File: src/fpss_pkg.sv
// Package: constants for the flash program/suspend host controller
package fpss_pkg;
	localparam int CLK_HZ = 40000000;
	// Bus strobe timing, in ns
	localparam int STROBE_NS = 100;
	localparam int STROBE_CYC = (STROBE_NS * (CLK_HZ / 1000000) + 999) / 1000;
	localparam logic [3:0] STROBE_CNT = 4'(STROBE_CYC);
	// Erase suspend latency, in us
	localparam int SUSP_US = 20;
	localparam int SUSP_CYC = SUSP_US * (CLK_HZ / 1000000);
	// APB register offsets
	localparam logic [7:0] REG_CTRL = 8'h00;
	localparam logic [7:0] REG_ADDR = 8'h04;
	localparam logic [7:0] REG_DATA = 8'h08;
	localparam logic [7:0] REG_STAT = 8'h0c;
	localparam logic [7:0] REG_RDAT = 8'h10;
	// Command codes in CTRL[2:0]
	localparam logic [2:0] OP_READ = 3'h1;
	localparam logic [2:0] OP_PROG = 3'h2;
	localparam logic [2:0] OP_SUSP = 3'h3;
	localparam logic [2:0] OP_RESUME = 3'h4;
	localparam logic [2:0] OP_RESET = 3'h5;
	// Flash command bytes and unlock addresses
	localparam logic [15:0] UNL_ADDR1 = 16'h0555;
	localparam logic [15:0] UNL_ADDR2 = 16'h02aa;
	localparam logic [15:0] UNL_DATA1 = 16'h00aa;
	localparam logic [15:0] UNL_DATA2 = 16'h0055;
	localparam logic [15:0] CMD_PROG = 16'h00a0;
	localparam logic [15:0] CMD_SUSP = 16'h00b0;
	localparam logic [15:0] CMD_RESUME = 16'h0030;
	localparam logic [15:0] CMD_RESET = 16'h00f0;
	// Status bit positions on the data bus
	localparam int BIT_POLL = 7;
	localparam int BIT_TOG1 = 6;
	localparam int BIT_TOUT = 5;
	// STAT register bits
	localparam int ST_BUSY = 0;
	localparam int ST_DONE = 1;
	localparam int ST_FAIL = 2;
	localparam int ST_RYBY = 3;
	localparam logic [2:0] SEQ_PROG_LEN = 3'h4;
	typedef enum logic [3:0] {
		FS_IDLE = 4'b0000,
		FS_WSET = 4'b0001,
		FS_WLOW = 4'b0010,
		FS_WHI = 4'b0011,
		FS_RSET = 4'b0100,
		FS_RLOW = 4'b0101,
		FS_RHI = 4'b0110,
		FS_NEXT = 4'b0111
	} fpss_state_t;
endpackage : fpss_pkg

File: src/fpss_host.sv
// Host controller: drives flash strobes for program, suspend, resume and status polling
//
// How it works
// Suspend only meaningful during sector erase
// Device halts erase within 20 us
// Suspend in load window suspends at once
// Suspended device accepts read, resume, program
// Resume acts only after a suspend
// Host may suspend again after resume
// Program: two unlocks, A0H, address/data
// Address on falling, data on rising strobe
// One word per program; device self-times
// Commands during programming are ignored
// Reset aborts; host reissues program sequence (the controller only issues the reset, then idles with fail set)
// Programming never turns 0 into 1
// Device returns to read after program
// Timeout flag set on pulse overrun
// Done when toggle stable, bits match data
// Poll bit is complement until done
// Protected address: brief poll, no program
// Erase poll reads 0, then 1
// All protected: brief poll, then read
// Reread after poll bit turns true
// Ready/busy is open drain, shared line
// Ready/busy low while busy
// Toggle one inverts each read while busy
// Toggle two inverts in erase sectors
// Device state machine shows status bits
//
// The register addresses and the APB register port were chosen for this implementation.
module fpss_host
	import fpss_pkg::*;
(
	input wire logic clk,
	input wire logic rst_b,
	input wire logic psel,
	input wire logic penable,
	input wire logic pwrite,
	input wire logic [7:0] paddr,
	input wire logic [31:0] pwdata,
	output logic [31:0] prdata,
	output logic pready,
	output logic pslverr,
	output logic [18:0] flashAddr,
	output logic [15:0] flashDout,
	output logic flashDoe,
	input wire logic [15:0] flashDin,
	output logic chipEn_b,
	output logic writeEn_b,
	output logic outEn_b,
	input wire logic ready_busy_n
);
	////////////////////////////////////////////////////////////////////////
	fpss_state_t state;
	logic [15:0] dinS1, dinS2;
	logic rybyS1, rybyS2;
	logic [18:0] progAddr;
	logic [15:0] progData;
	logic [2:0] op;
	logic [2:0] step;
	logic [3:0] tmr;
	logic busy, done, fail;
	logic polling;
	logic [15:0] lastRead;
	logic haveLast;
	logic [15:0] rdData;
	logic apbWr, apbRd;

	assign apbWr = psel && penable && pwrite;
	assign apbRd = psel && !penable && !pwrite;

	// Cycle n of a command sequence: address and data to drive
	function automatic logic [34:0] seqWord(input logic [2:0] o, input logic [2:0] s,
		input logic [18:0] a, input logic [15:0] d);
		logic [34:0] w;
		w = {3'h0, 16'h0000, d};
		case (o)
			OP_PROG:
				case (s)
					3'h0: w = {3'h0, UNL_ADDR1, UNL_DATA1};
					3'h1: w = {3'h0, UNL_ADDR2, UNL_DATA2};
					3'h2: w = {3'h0, UNL_ADDR1, CMD_PROG};
					default: w = {a, d};
				endcase
			OP_SUSP: w = {a, CMD_SUSP};
			OP_RESUME: w = {a, CMD_RESUME};
			default: w = {a, CMD_RESET};
		endcase
		return w;
	endfunction : seqWord

	////////////////////////////////////////////////////////////////////////
	// Pin synchronisers
	always_ff @(posedge clk or negedge rst_b)
	begin
		if (!rst_b)
		begin
			dinS1 <= 16'h0000;
			dinS2 <= 16'h0000;
			rybyS1 <= 1'b1;
			rybyS2 <= 1'b1;
		end
		else
		begin
			dinS1 <= flashDin;
			dinS2 <= dinS1;
			rybyS1 <= ready_busy_n;
			rybyS2 <= rybyS1;
		end
	end

	////////////////////////////////////////////////////////////////////////
	// APB slave: always zero wait states
	always_ff @(posedge clk or negedge rst_b)
	begin
		if (!rst_b)
		begin
			prdata <= 32'h00000000;
			pready <= 1'b0;
			pslverr <= 1'b0;
		end
		else
		begin
			pready <= psel && !penable;
			pslverr <= 1'b0;
			if (apbRd)
			begin
				case (paddr)
					REG_ADDR: prdata <= {13'h0000, progAddr};
					REG_DATA: prdata <= {16'h0000, progData};
					REG_STAT: prdata <= {28'h0000000, rybyS2, fail, done, busy};
					REG_RDAT: prdata <= {16'h0000, rdData};
					REG_CTRL: prdata <= {29'h00000000, op};
					default:
					begin
						prdata <= 32'h00000000;
						pslverr <= 1'b1;
					end
				endcase
			end
		end
	end

	always_ff @(posedge clk or negedge rst_b)
	begin
		if (!rst_b)
		begin
			progAddr <= 19'h00000;
			progData <= 16'h0000;
		end
		else if (apbWr && !busy)
		begin
			if (paddr == REG_ADDR)
				progAddr <= pwdata[18:0];
			if (paddr == REG_DATA)
				progData <= pwdata[15:0];
		end
	end

	////////////////////////////////////////////////////////////////////////
	// Bus cycle sequencer; commands are refused while a sequence is running
	always_ff @(posedge clk or negedge rst_b)
	begin
		if (!rst_b)
		begin
			state <= FS_IDLE;
			op <= 3'h0;
			step <= 3'h0;
			tmr <= 4'h0;
			busy <= 1'b0;
			done <= 1'b0;
			fail <= 1'b0;
			polling <= 1'b0;
			haveLast <= 1'b0;
			lastRead <= 16'h0000;
			rdData <= 16'h0000;
			flashAddr <= 19'h00000;
			flashDout <= 16'h0000;
			flashDoe <= 1'b0;
			chipEn_b <= 1'b1;
			writeEn_b <= 1'b1;
			outEn_b <= 1'b1;
		end
		else
		begin
			case (state)
				FS_IDLE:
				begin
					if (apbWr && paddr == REG_CTRL && !busy)
					begin
						op <= pwdata[2:0];
						step <= 3'h0;
						busy <= 1'b1;
						done <= 1'b0;
						fail <= 1'b0;
						haveLast <= 1'b0;
						polling <= 1'b0;
						state <= (pwdata[2:0] == OP_READ) ? FS_RSET : FS_WSET;
					end
				end
				FS_WSET:
				begin
					{flashAddr, flashDout} <= seqWord(op, step, progAddr, progData);
					flashDoe <= 1'b1;
					chipEn_b <= 1'b0;
					writeEn_b <= 1'b0;
					outEn_b <= 1'b1;
					tmr <= STROBE_CNT;
					state <= FS_WLOW;
				end
				FS_WLOW:
				begin
					tmr <= tmr - 4'h1;
					if (tmr == 4'h1)
					begin
						writeEn_b <= 1'b1;
						chipEn_b <= 1'b1;
						state <= FS_WHI;
					end
				end
				FS_WHI:
				begin
					flashDoe <= 1'b0;
					step <= step + 3'h1;
					if (op == OP_PROG && step + 3'h1 < SEQ_PROG_LEN)
						state <= FS_WSET;
					else if (op == OP_PROG)
					begin
						polling <= 1'b1;
						state <= FS_NEXT;
					end
					else
					begin
						busy <= 1'b0;
						done <= 1'b1;
						state <= FS_IDLE;
					end
				end
				FS_RSET:
				begin
					flashAddr <= progAddr;
					chipEn_b <= 1'b0;
					outEn_b <= 1'b0;
					tmr <= STROBE_CNT + 4'h3;
					state <= FS_RLOW;
				end
				FS_RLOW:
				begin
					tmr <= tmr - 4'h1;
					if (tmr == 4'h1)
					begin
						rdData <= dinS2;
						chipEn_b <= 1'b1;
						outEn_b <= 1'b1;
						state <= FS_RHI;
					end
				end
				FS_RHI:
				begin
					haveLast <= 1'b1;
					lastRead <= rdData;
					state <= FS_NEXT;
					if (!polling)
					begin
						busy <= 1'b0;
						done <= 1'b1;
						state <= FS_IDLE;
					end
					else if (haveLast && lastRead[BIT_TOG1] == rdData[BIT_TOG1]
						&& rdData[BIT_POLL] == progData[BIT_POLL]
						&& rdData[BIT_TOG1] == progData[BIT_TOG1])
						polling <= 1'b0;
					else if (haveLast && rdData[BIT_TOUT] && lastRead[BIT_TOUT]
						&& lastRead[BIT_TOG1] != rdData[BIT_TOG1])
					begin
						fail <= 1'b1;
						op <= OP_RESET;
						step <= 3'h0;
						polling <= 1'b0;
						state <= FS_WSET;
					end
				end
				FS_NEXT:
					state <= FS_RSET;
				default:
					state <= FS_IDLE;
			endcase
		end
	end

	// One strobe must stay low for the full write pulse
	strobeWidth_a: assert property (@(posedge clk) disable iff (!rst_b)
		$fell(writeEn_b) |-> !writeEn_b [*4]) else $error("write strobe too short");
	// Four write pulses before polling starts
	progSeq_a: assert property (@(posedge clk) disable iff (!rst_b)
		(state == FS_WHI && op == OP_PROG && step == 3'h3) |=> polling) else
		$error("program sequence not four cycles");
	// Data bus driven only while writing
	outEnWrite_a: assert property (@(posedge clk) disable iff (!rst_b)
		!outEn_b |-> !flashDoe) else $error("bus contention");
	// Read strobe long enough for the two-stage data synchroniser
	readPulse_a: assert property (@(posedge clk) disable iff (!rst_b)
		$fell(outEn_b) |-> !outEn_b [*7]) else $error("read strobe too short");
	// Status polling never issues a write
	pollQuiet_a: assert property (@(posedge clk) disable iff (!rst_b)
		polling |-> writeEn_b) else $error("write strobe during polling");
endmodule : fpss_host

File: config.mk
export PLATFORM = sky130hd
export DESIGN_NAME = fpss_host
export DESIGN_NICKNAME = d
export VERILOG_FILES = /design/src/fpss_pkg.sv /design/src/fpss_host.sv
export SDC_FILE = /design/constraint.sdc
export NUM_CORES = 1
export LEC_CHECK = 0
export ABC_CLOCK_PERIOD_IN_PS = 5800
export BUFFER_PORTS_ARGS = -buffer_cell sky130_fd_sc_hd__buf_2
export CORE_MARGIN = 4
export CORE_UTILIZATION = 60
export CTS_CLUSTER_DIAMETER = 120
export DETAILED_ROUTE_END_ITERATION = 10
export PLACE_DENSITY = 0.91
export SLEW_MARGIN = 10
export SYNTH_ARGS = -nofsm -noshare
export SYNTH_HDL_FRONTEND = slang
export SYNTH_SLANG_ARGS = --single-unit
File: constraint.sdc
create_clock -name clk -period 5.8 [get_ports clk]
set_input_delay 0.87 -clock clk [delete_from_list [all_inputs] [get_ports clk]]
set_output_delay 0.87 -clock clk [all_outputs]
set_load 0.02 [all_outputs]
==> results.md, run 1 <==
Floorplanning:
- The die covers 0.0138 sq mm.
- The width of the die is 118 um.
- The overall die height is 118 um.
- The core region area is 0.0116 sq mm.
- The initial utilization of the core area, before any placement, comes to 0.622.
- The top-level I/O count is 135.
- The number of cell rows is 39.

Hold path:
- In this run the most critical hold path is launched from dinS1[9].
- The worst hold path terminates at dinS2[9].
- The class of the tightest hold or removal check is reg2reg.
- The worst hold path was traced through 0 stages.

Cells and area:
- The core utilization of the finished layout is 0.719.
- The layout overhead on the synthesized area is 15.5%.
- In the final layout, the share of cells above drive strength 1 is 0.283.
- In the final design database the tool counted 801 nets.

Clock network:
- The library cell used as clock root buffer is clkbuf_16.
- The TritonCTS clock tree is done.
- The number of setup buffers added after CTS is 0.
- The total number of clock tree sinks is 165.
- After clock tree synthesis, the clock-pin slew on the worst setup and hold paths is 0.07 ns.
- The maximum buffer depth of the clock tree is 2.
- The H-tree generated during clock tree synthesis spans 4 levels.
- Clock latency on the worst-skew pair, taken at its later pin, is 0.42 ns.
- In this run, post-CTS repair resized a total of 0 instances.
- The post-cts hold buffer count is 0.
- The clock buffer count from CTS is 17.

STA:
- The final number of max-transition violations came to 0.
- The worst-margin pin slew is 1.04 ns.
- The largest clock skew in the final design is 0.00561 ns.
- The worst max-slew margin expressed relative to the limit is 0.304.
- The total count of hold-check failures in the final report is 0.
- The aggregate negative setup slack is 0 ns.
- The clock period could shrink to 2.74 ns.
- Hold is met by 0.348 ns.
- Setup repair after global routing left no endpoint under its margin.
- The period utilization is 0.472.
- Based on the critical path, the design can be clocked at up to 0.366 GHz.
- Setup violations remaining at the end of the flow were counted as 0.

Pwr:
- The leakage component of the power is 0.00412 uW.
- The design draws 3160 uW.
- Of the total power, the clock network draws 0.346.
- Of the total power, registers draw 0.434.
- The switching power is 1020 uW.
- Of the total power, the share spent switching nets is 0.321.
- The total power per unit cell area is 381 mW/mm^2.
- IR analysis of the VDD net gives a maximum drop of 0.000261 V.
- The share of total power dissipated in combinational logic is 0.219.
- The internal portion of the total power is 2150 uW.

Worst setup path:
- The critical path is of the in2reg type.
- The startpoint identified for the worst register-to-register timing path is state[0].
- The worst flop-to-flop path endpoint is flashDout[13].
- The delay of the slowest cell on the worst path is 0.83 ns.
- The data required time at the worst endpoint is 6.12 ns.
- Counting both buffers and inverters, the worst setup path holds a total of 1.
- The cell family contributing the most delay on the critical path is simple AND/OR/NAND/NOR gates.
- The sort of element at the start of the critical path is an input pin.
- The critical-path maximum fanout is 27.
- At the worst endpoint, the arrival time is 3.06 ns.
- On the critical path, the stage with the largest delay is an instance of or4_1.
- The worst setup path is captured at a register.
- Walking the worst path, the cells encountered are buf_2 > or4_1 > nor3_1 > o21ai_1 > o21ai_0.
- Across all register-to-register paths, the minimum setup slack is 3.17 ns.
- The depth of the worst register-to-register path is 4.

Placed design:
- Once detailed placement completed, the half-perimeter wirelength came to 11900 um.
- The congestion estimate from routability-driven global placement came to 0.933.
- The count of buffers added on input and output ports is 108.

Job:
- The max-capacitance violation count is 0.

Global routing:
- For this run the aggregate overflow at the end of global routing stands at 0.
- The initial antenna violation count is 1.
- The largest net degree at the start of global routing is 112.
- The via count of the first global-routing pass is 5459.
- The first global-routing pass estimated 28700 um of wire.
- In the global route stage, overall resource usage came out at 0.260.

Synth:
- The synthesized area per cell is 11.3 sq um.
- The number of synthesized flops with an enable pin is 0.
- The synthesized flop and latch total is 165.
- The library cell occupying the most area in the post-synthesis netlist is dfrtp_1.
- By area the synthesized netlist is led by dfrtp_1 (56%), mux2_2 (6.9%), nand2_1 (4.8%), o21ai_0 (2.4%), mux2_4 (2.1%).
- The async set or reset register ratio after synthesis is 1.00.
- The cell area after synthesis is 0.00720 sq mm.
- The top flip-flop cell by instance count after synthesis is dfrtp_1.
- The sequential area share after synthesis is 0.574.
- The unique cell type count in the Yosys netlist is 66.
- Synthesis handed over a netlist of 638 instances.
- During synthesis, Yosys emitted a total of 0 warnings.
- The top cell type's share of synthesized area is 0.556.

Detailed routing:
- The detail route stage leaves a number of antenna-violating nets equal to 0.
- After detailed routing, the average wire length per cell comes to 19.7 um.
- The number of remaining DRC errors is 0.
- Summing over every cut layer, the via total after detailed routing is 5499.
- The number of search-and-repair iterations in the first detailed-routing pass is 6.
- The first-iteration detailed-routing DRC count is 598.
- Wires add up to 17500 um.
- In the routed layout, each cell is associated on average with a via count of 6.18.

Outcome:
- The run finished with clean final reports.
[layout by cell type, fill, tap and decap left out, drive strengths merged, types with 3 or more instances in the layout]
cell type	count
o211ai	3
mux2	54
nand2b	13
or2	3
and3	5
a22o	16
mux2i	5
nor3	11
dfrtp	160
nand3	15
o21ai	36
conb	13
and2	3
a31oi	9
a22oi	14
buf	111
clkinv	5
dfstp	5
ha	6
nand2	93
nor3b	4
and3b	3
a21o	5
inv	15
or4	4
nor2b	7
or3	5
a21oi	26
o21bai	4
clkbuf	18
o22ai	17
nor2	20
nor4	4
[how the worst max path moves through the flow]
| stage | startpoint | end | slack [ns] | cells after the start |
|---|---|---|---|---|
| finish | paddr[3] | prdata[7] | 3.06 | 5 |
| global route | paddr[3] | prdata[7] | 2.94 | 5 |
| CTS | paddr[3] | prdata[7] | 3.12 | 5 |
| detailed placement | paddr[4] | prdata[11] | 2.72 | 5 |
| global placement | paddr[3] | prdata[4] | 2.82 | 5 |
| floorplan | paddr[4] | progAddr[10] | 3.18 | 7 |
[sequential cells by signal, summed over array words and instances, names as in the netlist, 2 cells and up]
signal     cells
step           3
flashDout     16
progAddr      19
progData      16
dinS2         16
op             3
rdData        16
lastRead       2
flashAddr     19
tmr            4
dinS1         16
prdata        19
state          3
[stage by stage]
stage	std cells	cell area (sq um)	setup slack [ns]
4_1_cts	888	8310	3.12
2_1_floorplan	650	7240	3.18
5_1_grt	889	8310	2.94
6_report	890	8310	3.06
3_5_place_dp	857	7730	2.72
3_3_place_gp	857	7730	2.82
[synthesized netlist by cell type, types with 4 or more instances]
cell type	instances
nand2b_1	13
buf_4	13
a21oi_1	26
or3_1	4
ha_1	6
o21ai_0	34
mux2i_1	5
nor3_1	9
dfrtp_1	160
a22o_1	16
mux2_4	10
nand3_1	15
a22oi_1	14
nor4_1	4
inv_1	11
and3_1	5
o22ai_1	17
dfstp_2	5
nand2_1	93
nor2b_1	7
o21bai_1	4
a31oi_1	9
mux2_2	44
nor2_1	20
a21o_1	5
clkbuf_1	27
[cells by family after synthesis]
logic type,Yosys count,share of synthesized area
simple gates,198,0.137
flops,165,0.574
compound gates,147,0.134
mux,59,0.0966
buf+inv,58,0.0421
fa+ha+maj,6,0.0104
xor+xnor,4,0.00487
other cells,1,0.000521
[routing by layer]
layer / share of wire / up-vias / GRT usage / wire length, um
met2: 0.48 / 292 / 0.408 / 8430
met4: 0.029 / 0 / 0.116 / 499
li1: - / 2430 / - / -
met3: 0.082 / 46 / 0.0572 / 1440
met1: 0.41 / 2731 / 0.352 / 7130
met5: 0 / - / 0 / 0
[cell type report]
class	count	area [sq um]
fillers	772	3250
clock inverters	13	146
repair buffers	111	569
flip-flops and latches	165	4140
diodes	2	5.00
multi-input cells	427	2810
clock buffers	18	429
well taps	143	179
inverters	11	41.3
[worst reg2reg max path, delay by kind of cell (launching register included)]
kind / cells / cell delay (ns)
AO/OA/AOI/OAI: 1 / 0.24
flip-flops: 1 / 0.79
AND/OR/NAND/NOR: 3 / 1.54
[power by group through the flow]
stage / Combinational, uW / Sequential, uW / Clock [uW]
finish: 694 / 1370 / 1090
global route: 767 / 1390 / 1160
CTS: 687 / 1370 / 1100
detailed placement: 678 / 1390 / 0
global placement: 645 / 1380 / 0
floorplan: 475 / 1380 / 0
Power figures use the tool's default switching activity.
==> inputs of run 2 (changes only) <==
--- a/config.mk
+++ b/config.mk
@@ -5,13 +5,13 @@
 export SDC_FILE = /design/constraint.sdc
 export NUM_CORES = 1
 export LEC_CHECK = 0
-export ABC_CLOCK_PERIOD_IN_PS = 5800
+export ABC_CLOCK_PERIOD_IN_PS = 2550
 export BUFFER_PORTS_ARGS = -buffer_cell sky130_fd_sc_hd__buf_2
 export CORE_MARGIN = 4
-export CORE_UTILIZATION = 60
+export CORE_UTILIZATION = 55
 export CTS_CLUSTER_DIAMETER = 120
 export DETAILED_ROUTE_END_ITERATION = 10
-export PLACE_DENSITY = 0.91
+export PLACE_DENSITY = 0.85
 export SLEW_MARGIN = 10
 export SYNTH_ARGS = -nofsm -noshare
 export SYNTH_HDL_FRONTEND = slang
==> constraint.sdc (replaced) <==
create_clock -name clk -period 2.55 [get_ports clk]
set_input_delay 0.3825 -clock clk [delete_from_list [all_inputs] [get_ports clk]]
set_output_delay 0.3825 -clock clk [all_outputs]
set_load 0.02 [all_outputs]
==> run 2 against run 1 <==
Worst hold slack got worse by 0.30 ns. Total power rose by 130%. Largest power group unchanged. Sequential power rose by 130%. Wire length fell by 1.0%. Setup slack got worse by 2.8 ns. Largest cell class unchanged. Clock power rose by 140%. Non-clock buffer count rose by 22. Critical path type is now reg2reg. Cell count rose by 5.6%.
==> results.md, run 2 (same netlist as run 1, synthesis figures left out) <==
Outcome:
- The run finished with clean final reports.

Placed design:
- The final estimated routing congestion in global placement is 0.916 (-1.9%).
- The placed wire-length estimate after detailed placement came to 12700 um (+6.6%).
- The number of port buffers is 108 (unchanged).
- The total placed cells including tap cells is 907 (+5.8%).

Global routing:
- The total congestion overflow came to 0 (unchanged).
- The global-route wire length before repair is 27800 um (-3.1%).
- The total global routing track utilization is 0.243 (-0.0168).
- The largest net degree at the start of global routing came to 72 (-36%).
- The via count of the first global-routing pass is 5394 (-1.2%).
- The initial antenna violation count is 1 (unchanged).

Cells and area:
- In the final layout, the registers with the most flip-flops are flashAddr: 19 flops, prdata: 19 flops, progAddr: 19 flops.
- The final-layout fill cell count is 929 (+20%).
- The final non-filler cell total is 940 (+5.6%).
- The antenna diode count was 0 (-2).
- The library cell used most frequently in the layout, excluding fill and tap cells, is dfrtp_1.
- The post-layout net count was 823 (+2.7%).
- The library cells used most frequently in the layout, excluding fill and tap cells, are dfrtp_1 (160), buf_2 (107), nand2_1 (93).
- The area of the multi-input gates is 0.00281 sq mm (unchanged).
- The area used by sequential logic in the layout is 0.00414 sq mm (unchanged).
- The layout overhead on the synthesized area is 18.7%.
- The fraction of layout instances using a drive strength above 1 is 0.303 (+0.0202).

Floorplanning:
- The full die area is 0.0150 sq mm (+8.5%).
- The starting density of the core came to 0.566 (-0.0566).
- The top-level I/O count is 135 (unchanged).
- The core region area is 0.0127 sq mm (+10%).
- The width of the die is 122 um (+4.1%).
- The overall die height came to 122 um (+4.1%).
- The number of cell rows was 41 (+5.1%).

Worst setup path:
- The category of the critical setup timing path is reg2reg.
- The delay of the slowest cell on the worst path is 0.84 ns (about the same).
- The cell class contributing the biggest share of worst-path delay is simple AND/OR/NAND/NOR gates.
- The worst setup path is captured at a register.
- The slowest library cell on the worst path is or4_1.
- The critical path arrival is 2.60 ns (-0.46 ns).
- The number of buffer and inverter instances along the worst setup path came to 0 (-1).
- The data required time at the worst endpoint came to 2.82 ns (-3.30 ns).
- STA classifies the critical path startpoint as a register.
- The critical-path maximum fanout is 19 (-30%).
- Walking the worst path, the cells encountered are or3b_1 > or4_1 > a21oi_1 > o21ai_0.

Clock network:
- The library cell used as clock root buffer is clkbuf_16.
- The later-pin clock latency in the skew report is 0.43 ns (about the same).
- The clock buffer count from CTS is 17 (unchanged).
- The number of H-tree branching levels is 4 (unchanged).
- The total number of clock tree sinks is 165 (unchanged).
- The TritonCTS clock tree is done.
- The maximum buffer depth of the clock tree is 2 (unchanged).
- The clock transition at the registers of the reported paths is 0.06 ns (about the same).

Pwr:
- The worst supply voltage drop on vdd was 0.000545 V (+110%).
- The leakage component of the power is 0.00425 uW (+3.1%).
- The total power per unit cell area came to 859 mW/mm^2 (+130%).
- The power after layout is 7340 uW (+130%).

Detailed routing:
- The number of remaining DRC errors came to 0 (unchanged).
- The overall via count from detail_route is 5506 (+0.13%).
- The remaining antenna violation count after routing was 0 (unchanged).
- The first-iteration detailed-routing DRC count is 543 (-9.2%).
- The routed via count divided by cell count is 5.86 (-5.2%).
- The total wirelength of the detailed-routed design is 17300 um (-1.0%).
- The detailed-route wire length per cell is 18.4 um (-6.3%).
- The number of search-and-repair iterations in the first detailed-routing pass is 5 (-1).

STA:
- The worst-margin pin slew came to 0.875 ns (-0.164 ns).
- For this run, the top clock speed supported by timing is 0.431 GHz.
- The minimum period implied by the final worst setup slack is 2.32 ns.
- The aggregate negative setup slack came to 0 ns (unchanged).
- The period utilization is 0.910.
- The total count of hold-check failures in the final report is 0 (unchanged).
- The number of setup violations in the final report is 0 (unchanged).
- The final number of max-transition violations came to 0 (unchanged).
- The worst max-slew margin expressed relative to the limit was 0.417 (+0.113).
- The largest clock skew in the final design is 0.00846 ns (+0.00285 ns).
- Setup repair after global routing left no endpoint under its margin.

Hold path:
- The path class of the tightest hold or removal check is in2reg.

Job:
- The max-capacitance violation count is 0 (unchanged).
==> run 2: changes by cell type in the layout (fill, tap and decap cells not counted) <==
cell	before	now
buf_12	0	1
clkbuf_8	0	2
clkinv_2	2	1
buf_4	3	23
dlygate4sd3_1	0	1
inv_8	0	1
inv_6	4	3
diode_2	2	0
==> run 2: final timing paths <==
kind                               from            to  slack (ns)  cells past startpoint
setup / recovery                  op[1]  flashAddr[7]        0.23                      4
hold / removal             ready_busy_n        rybyS1        0.05                      1
setup reg to reg                  op[1]  flashAddr[7]        0.23                      4
hold reg to reg               dinS1[12]     dinS2[12]        0.35                      0
max in group asynchronous         rst_b  flashAddr[0]        1.23                      3
min in group asynchronous         rst_b      dinS1[0]        0.53                      2
==> run 2: layout make-up <==
type | instances | share of cell area
flip-flops and latches | 165 | 0.484
multi-input cells | 427 | 0.328
repair buffers | 133 | 0.0877
clock inverters | 12 | 0.0168
clock buffers | 20 | 0.0534
inverters | 11 | 0.00483
well taps | 172 | 0.0252
==> run 2: routing by layer <==
metal,GRT usage,routed length (um)
met3,0.0608,1400
met2,0.384,8320
met1,0.320,7070
met4,0.107,508
met5,0,19
==> run 2: what timing repair did <==
item                      4_1_cts  5_1_grt
hold buffers                    1        0
buffers inserted                0        0
hold endpoints to repair       62        0
gates resized for setup         0        0
==> run 2: stage by stage <==
stage / area, sq um / worst slack, ns / hold WS [ns] / util
after floorplan: 7240 / 0.422 / 0.0869 / -
final: 8550 / 0.228 / 0.0484 / 0.672
after detailed placement: 7940 / 0.272 / 0.336 / 0.624
after CTS: 8550 / 0.264 / 0.0295 / 0.672
after global placement: 7940 / 0.305 / 0.335 / 0.624
after global routing: 8550 / 0.152 / 0.0347 / 0.672
==> run 2: worst register-to-register path: stages, from the launching register on <==
cell,delay (ns)
dfrtp_1,0.47
or3b_1,0.45
or4_1,0.84
a21oi_1,0.31
o21ai_0,0.10
==> run 2: power by group <==
group          switching [uW]  internal [uW]  total, uW  leakage, uW
clock network            1060           1510       2570     0.000290
logic                    1060            623       1680      0.00181
registers                 223           2870       3090      0.00215
total                    2340           5000       7340      0.00425
==> inputs of run 3 (changes only) <==
--- a/config.mk
+++ b/config.mk
@@ -12,6 +12,7 @@
 export CTS_CLUSTER_DIAMETER = 120
 export DETAILED_ROUTE_END_ITERATION = 10
 export PLACE_DENSITY = 0.85
+export SETUP_SLACK_MARGIN = 0.5
 export SLEW_MARGIN = 10
 export SYNTH_ARGS = -nofsm -noshare
 export SYNTH_HDL_FRONTEND = slang
==> run 3 against run 2 <==
Combinational power rose by 2%. Worst hold slack improved by 0.0079 ns. Wire length up 1.0%. First-iteration DRC count is 1.3% lower. Sequential cell count did not move. Clock skew decreased by 0.0011 ns. Critical path depth rose by 1. Sequential power about the same. Clock power is 3% lower. Maximum frequency increased by 17%.
==> results.md, run 3 (same netlist as run 1, synthesis figures left out) <==
Clock network:
- In this run the clock root is driven by a clkbuf_16.
- The clock buffer count from CTS was 17 (unchanged).
- The maximum buffer depth of the clock tree is 2 (unchanged).
- The total number of clock tree sinks was 165 (unchanged).
- The later-pin clock latency in the skew report was 0.43 ns (about the same).
- The clock transition at the registers of the reported paths came to 0.06 ns (about the same).
- The number of H-tree branching levels is 4 (unchanged).
- TritonCTS built the clock tree.

STA:
- The worst-margin pin slew is 0.801 ns (-0.0735 ns).
- The period utilization is 0.781 (-0.130).
- The worst max-slew margin expressed relative to the limit is 0.466 (+0.0490).
- The final number of max-transition violations came to 0 (unchanged).
- The final-layout worst hold slack is 0.0563 ns (+0.00792 ns).
- The minimum period implied by the final worst setup slack was 1.99 ns (-0.330 ns).
- The largest clock skew in the final design came to 0.00731 ns (-0.00115 ns).
- The final worst slack was 0.559 ns (+0.330 ns).
- The total count of hold-check failures in the final report is 0 (unchanged).
- The number of setup violations in the final report was 0 (unchanged).
- The aggregate negative setup slack is 0 ns (unchanged).
- The highest clock rate is 0.502 GHz (+17%).
- Setup repair after global routing could not meet its margin everywhere.

Job:
- The max-capacitance violation count is 0 (unchanged).

Global routing:
- The total global routing track utilization is 0.244 (+0.00109).
- The via count of the first global-routing pass came to 5656 (+4.9%).
- The initial antenna violation count is 1 (unchanged).
- The largest net degree at the start of global routing came to 58 (-19%).
- The total congestion overflow is 0 (unchanged).
- The global-route wire length before repair came to 28300 um (+1.7%).

Detailed routing:
- The overall via count from detail_route is 5544 (+0.69%).
- The first-iteration detailed-routing DRC count is 536 (-1.3%).
- The total wirelength of the detailed-routed design was 17500 um (+1.0%).
- The remaining antenna violation count after routing is 0 (unchanged).
- The routed via count divided by cell count is 5.89 (+0.48%).
- The detailed-route wire length per cell was 18.6 um (+0.81%).
- The number of search-and-repair iterations in the first detailed-routing pass is 5 (unchanged).
- The number of remaining DRC errors is 0 (unchanged).

Worst setup path:
- By startpoint and endpoint, the worst setup path is classified as reg2reg.
- The critical path arrival is 2.29 ns (-0.31 ns).
- The critical-path maximum fanout was 19 (unchanged).
- The worst setup path is launched from a register.
- The worst setup path is captured at a register.
- The data required time at the worst endpoint came to 2.85 ns (+0.03 ns).

Cells and area:
- The area used by sequential logic in the layout is 0.00414 sq mm (about the same).
- The library cells used most frequently in the layout, excluding fill and tap cells, are dfrtp_1 (157), buf_2 (107), nand2_1 (92).
- The final-layout fill cell count came to 963 (+3.7%).
- The layout overhead on the synthesized area is 19.2%.
- The library cell used most frequently in the layout, excluding fill and tap cells, is dfrtp_1.
- The core utilization of the finished layout is 0.675 (+0.00285).
- The largest registers in the layout are flashAddr: 19 flops, prdata: 19 flops, progAddr: 19 flops.
- The fraction of layout instances using a drive strength above 1 came to 0.320 (+0.0165).
- The post-layout net count is 826 (+0.36%).
- The final non-filler cell total came to 942 (+0.21%).
- The area of the multi-input gates is 0.00283 sq mm (+0.98%).

Floorplanning:
- The width of the die came to 122 um (unchanged).
- The full die area was 0.0150 sq mm (unchanged).
- The top-level I/O count is 135 (unchanged).
- The starting density of the core is 0.566 (unchanged).
- The core region area was 0.0127 sq mm (unchanged).
- The number of cell rows is 41 (unchanged).
- The overall die height is 122 um (unchanged).

Pwr:
- The worst supply voltage drop on vdd was 0.000571 V (+4.8%).
- The total power per unit cell area is 856 mW/mm^2 (-0.36%).
- The leakage component of the power is 0.00425 uW (about the same).

Placed design:
- The final estimated routing congestion in global placement is 0.934 (+2.0%).
- The worst setup slack after placement is 0.330 ns (+0.0574 ns).
- The number of port buffers is 108 (unchanged).
- The placed wire-length estimate after detailed placement is 12500 um (-1.9%).
- The total placed cells including tap cells is 907 (unchanged).

Outcome:
- The run finished with clean final reports.

Hold path:
- The worst hold path belongs to the class in2reg.
-- run 3: changes by cell type in the layout (fill, tap and decap cells not counted), sizes merged --
cell	delta
clkinvlp	+1
buf	+3
clkbuf	-3
clkinv	-1
inv	+1
diode	+1
-- run 3: stage by stage --
| stage | power, uW | instance area (sq um) |
|---|---|---|
| after floorplan | 4230 | 7260 |
| after global placement | 4670 | 7940 |
| after detailed placement | 4790 | 7940 |
| after CTS | 7320 | 8560 |
| after global routing | 7690 | 8580 |
| final | 7350 | 8580 |
-- run 3: layer usage --
metal / GRT usage / vias up / share of wire / wire length, um
li1: - / 2491 / - / -
met5: 0 / - / 0.00074 / 13
met3: 0.0548 / 68 / 0.073 / 1270
met2: 0.383 / 272 / 0.48 / 8410
met1: 0.320 / 2711 / 0.41 / 7170
met4: 0.126 / 2 / 0.035 / 618
-- run 3: what timing repair did --
action / 4_1_cts / 5_1_grt
gates resized for setup: 5 / 9
pin swaps: 0 / 2
gates cloned: 0 / 0
hold buffers: 1 / 0
buffers inserted: 3 / 0
endpoints found under the hold margin: 53 / 0
endpoints found under the setup margin: 29 / 28
-- run 3: path summary, 6_finish.rpt --
| kind | startpoint | endpoint | slack, ns | depth (start not counted) |
|---|---|---|---|---|
| max in group asynchronous | rst_b | rybyS2 | 1.30 | 3 |
| min reg2reg | dinS1[14] | dinS2[14] | 0.34 | 0 |
| min | ready_busy_n | rybyS1 | 0.06 | 1 |
| max reg2reg | op[2] | flashAddr[5] | 0.56 | 5 |
| min in group asynchronous | rst_b | state[0] | 0.50 | 2 |
| max | op[2] | flashAddr[5] | 0.56 | 5 |
-- run 3: cell type report --
cell class	count	area share
Multi-Input combinational cell	427	0.330
Timing Repair Buffer	136	0.0908
Clock buffer	17	0.0496
Clock inverter	13	0.0172
Antenna cell	1	0.000292
Sequential cell	165	0.482
Tap cell	172	0.0251
Inverter	11	0.00481
-- run 3: report_power, final --
group / internal, uW / switching, uW
clock network: 1450 / 1060
registers: 2870 / 257
logic: 666 / 1050
total: 4980 / 2370
-- run 3: worst max-delay path, cell delays in order, from the launching register on --
cell and delay [ns]:
dfrtp_2 0.45, or3b_4 0.44, or4_4 0.51, buf_8 0.17, a21oi_1 0.18, o21ai_0 0.10
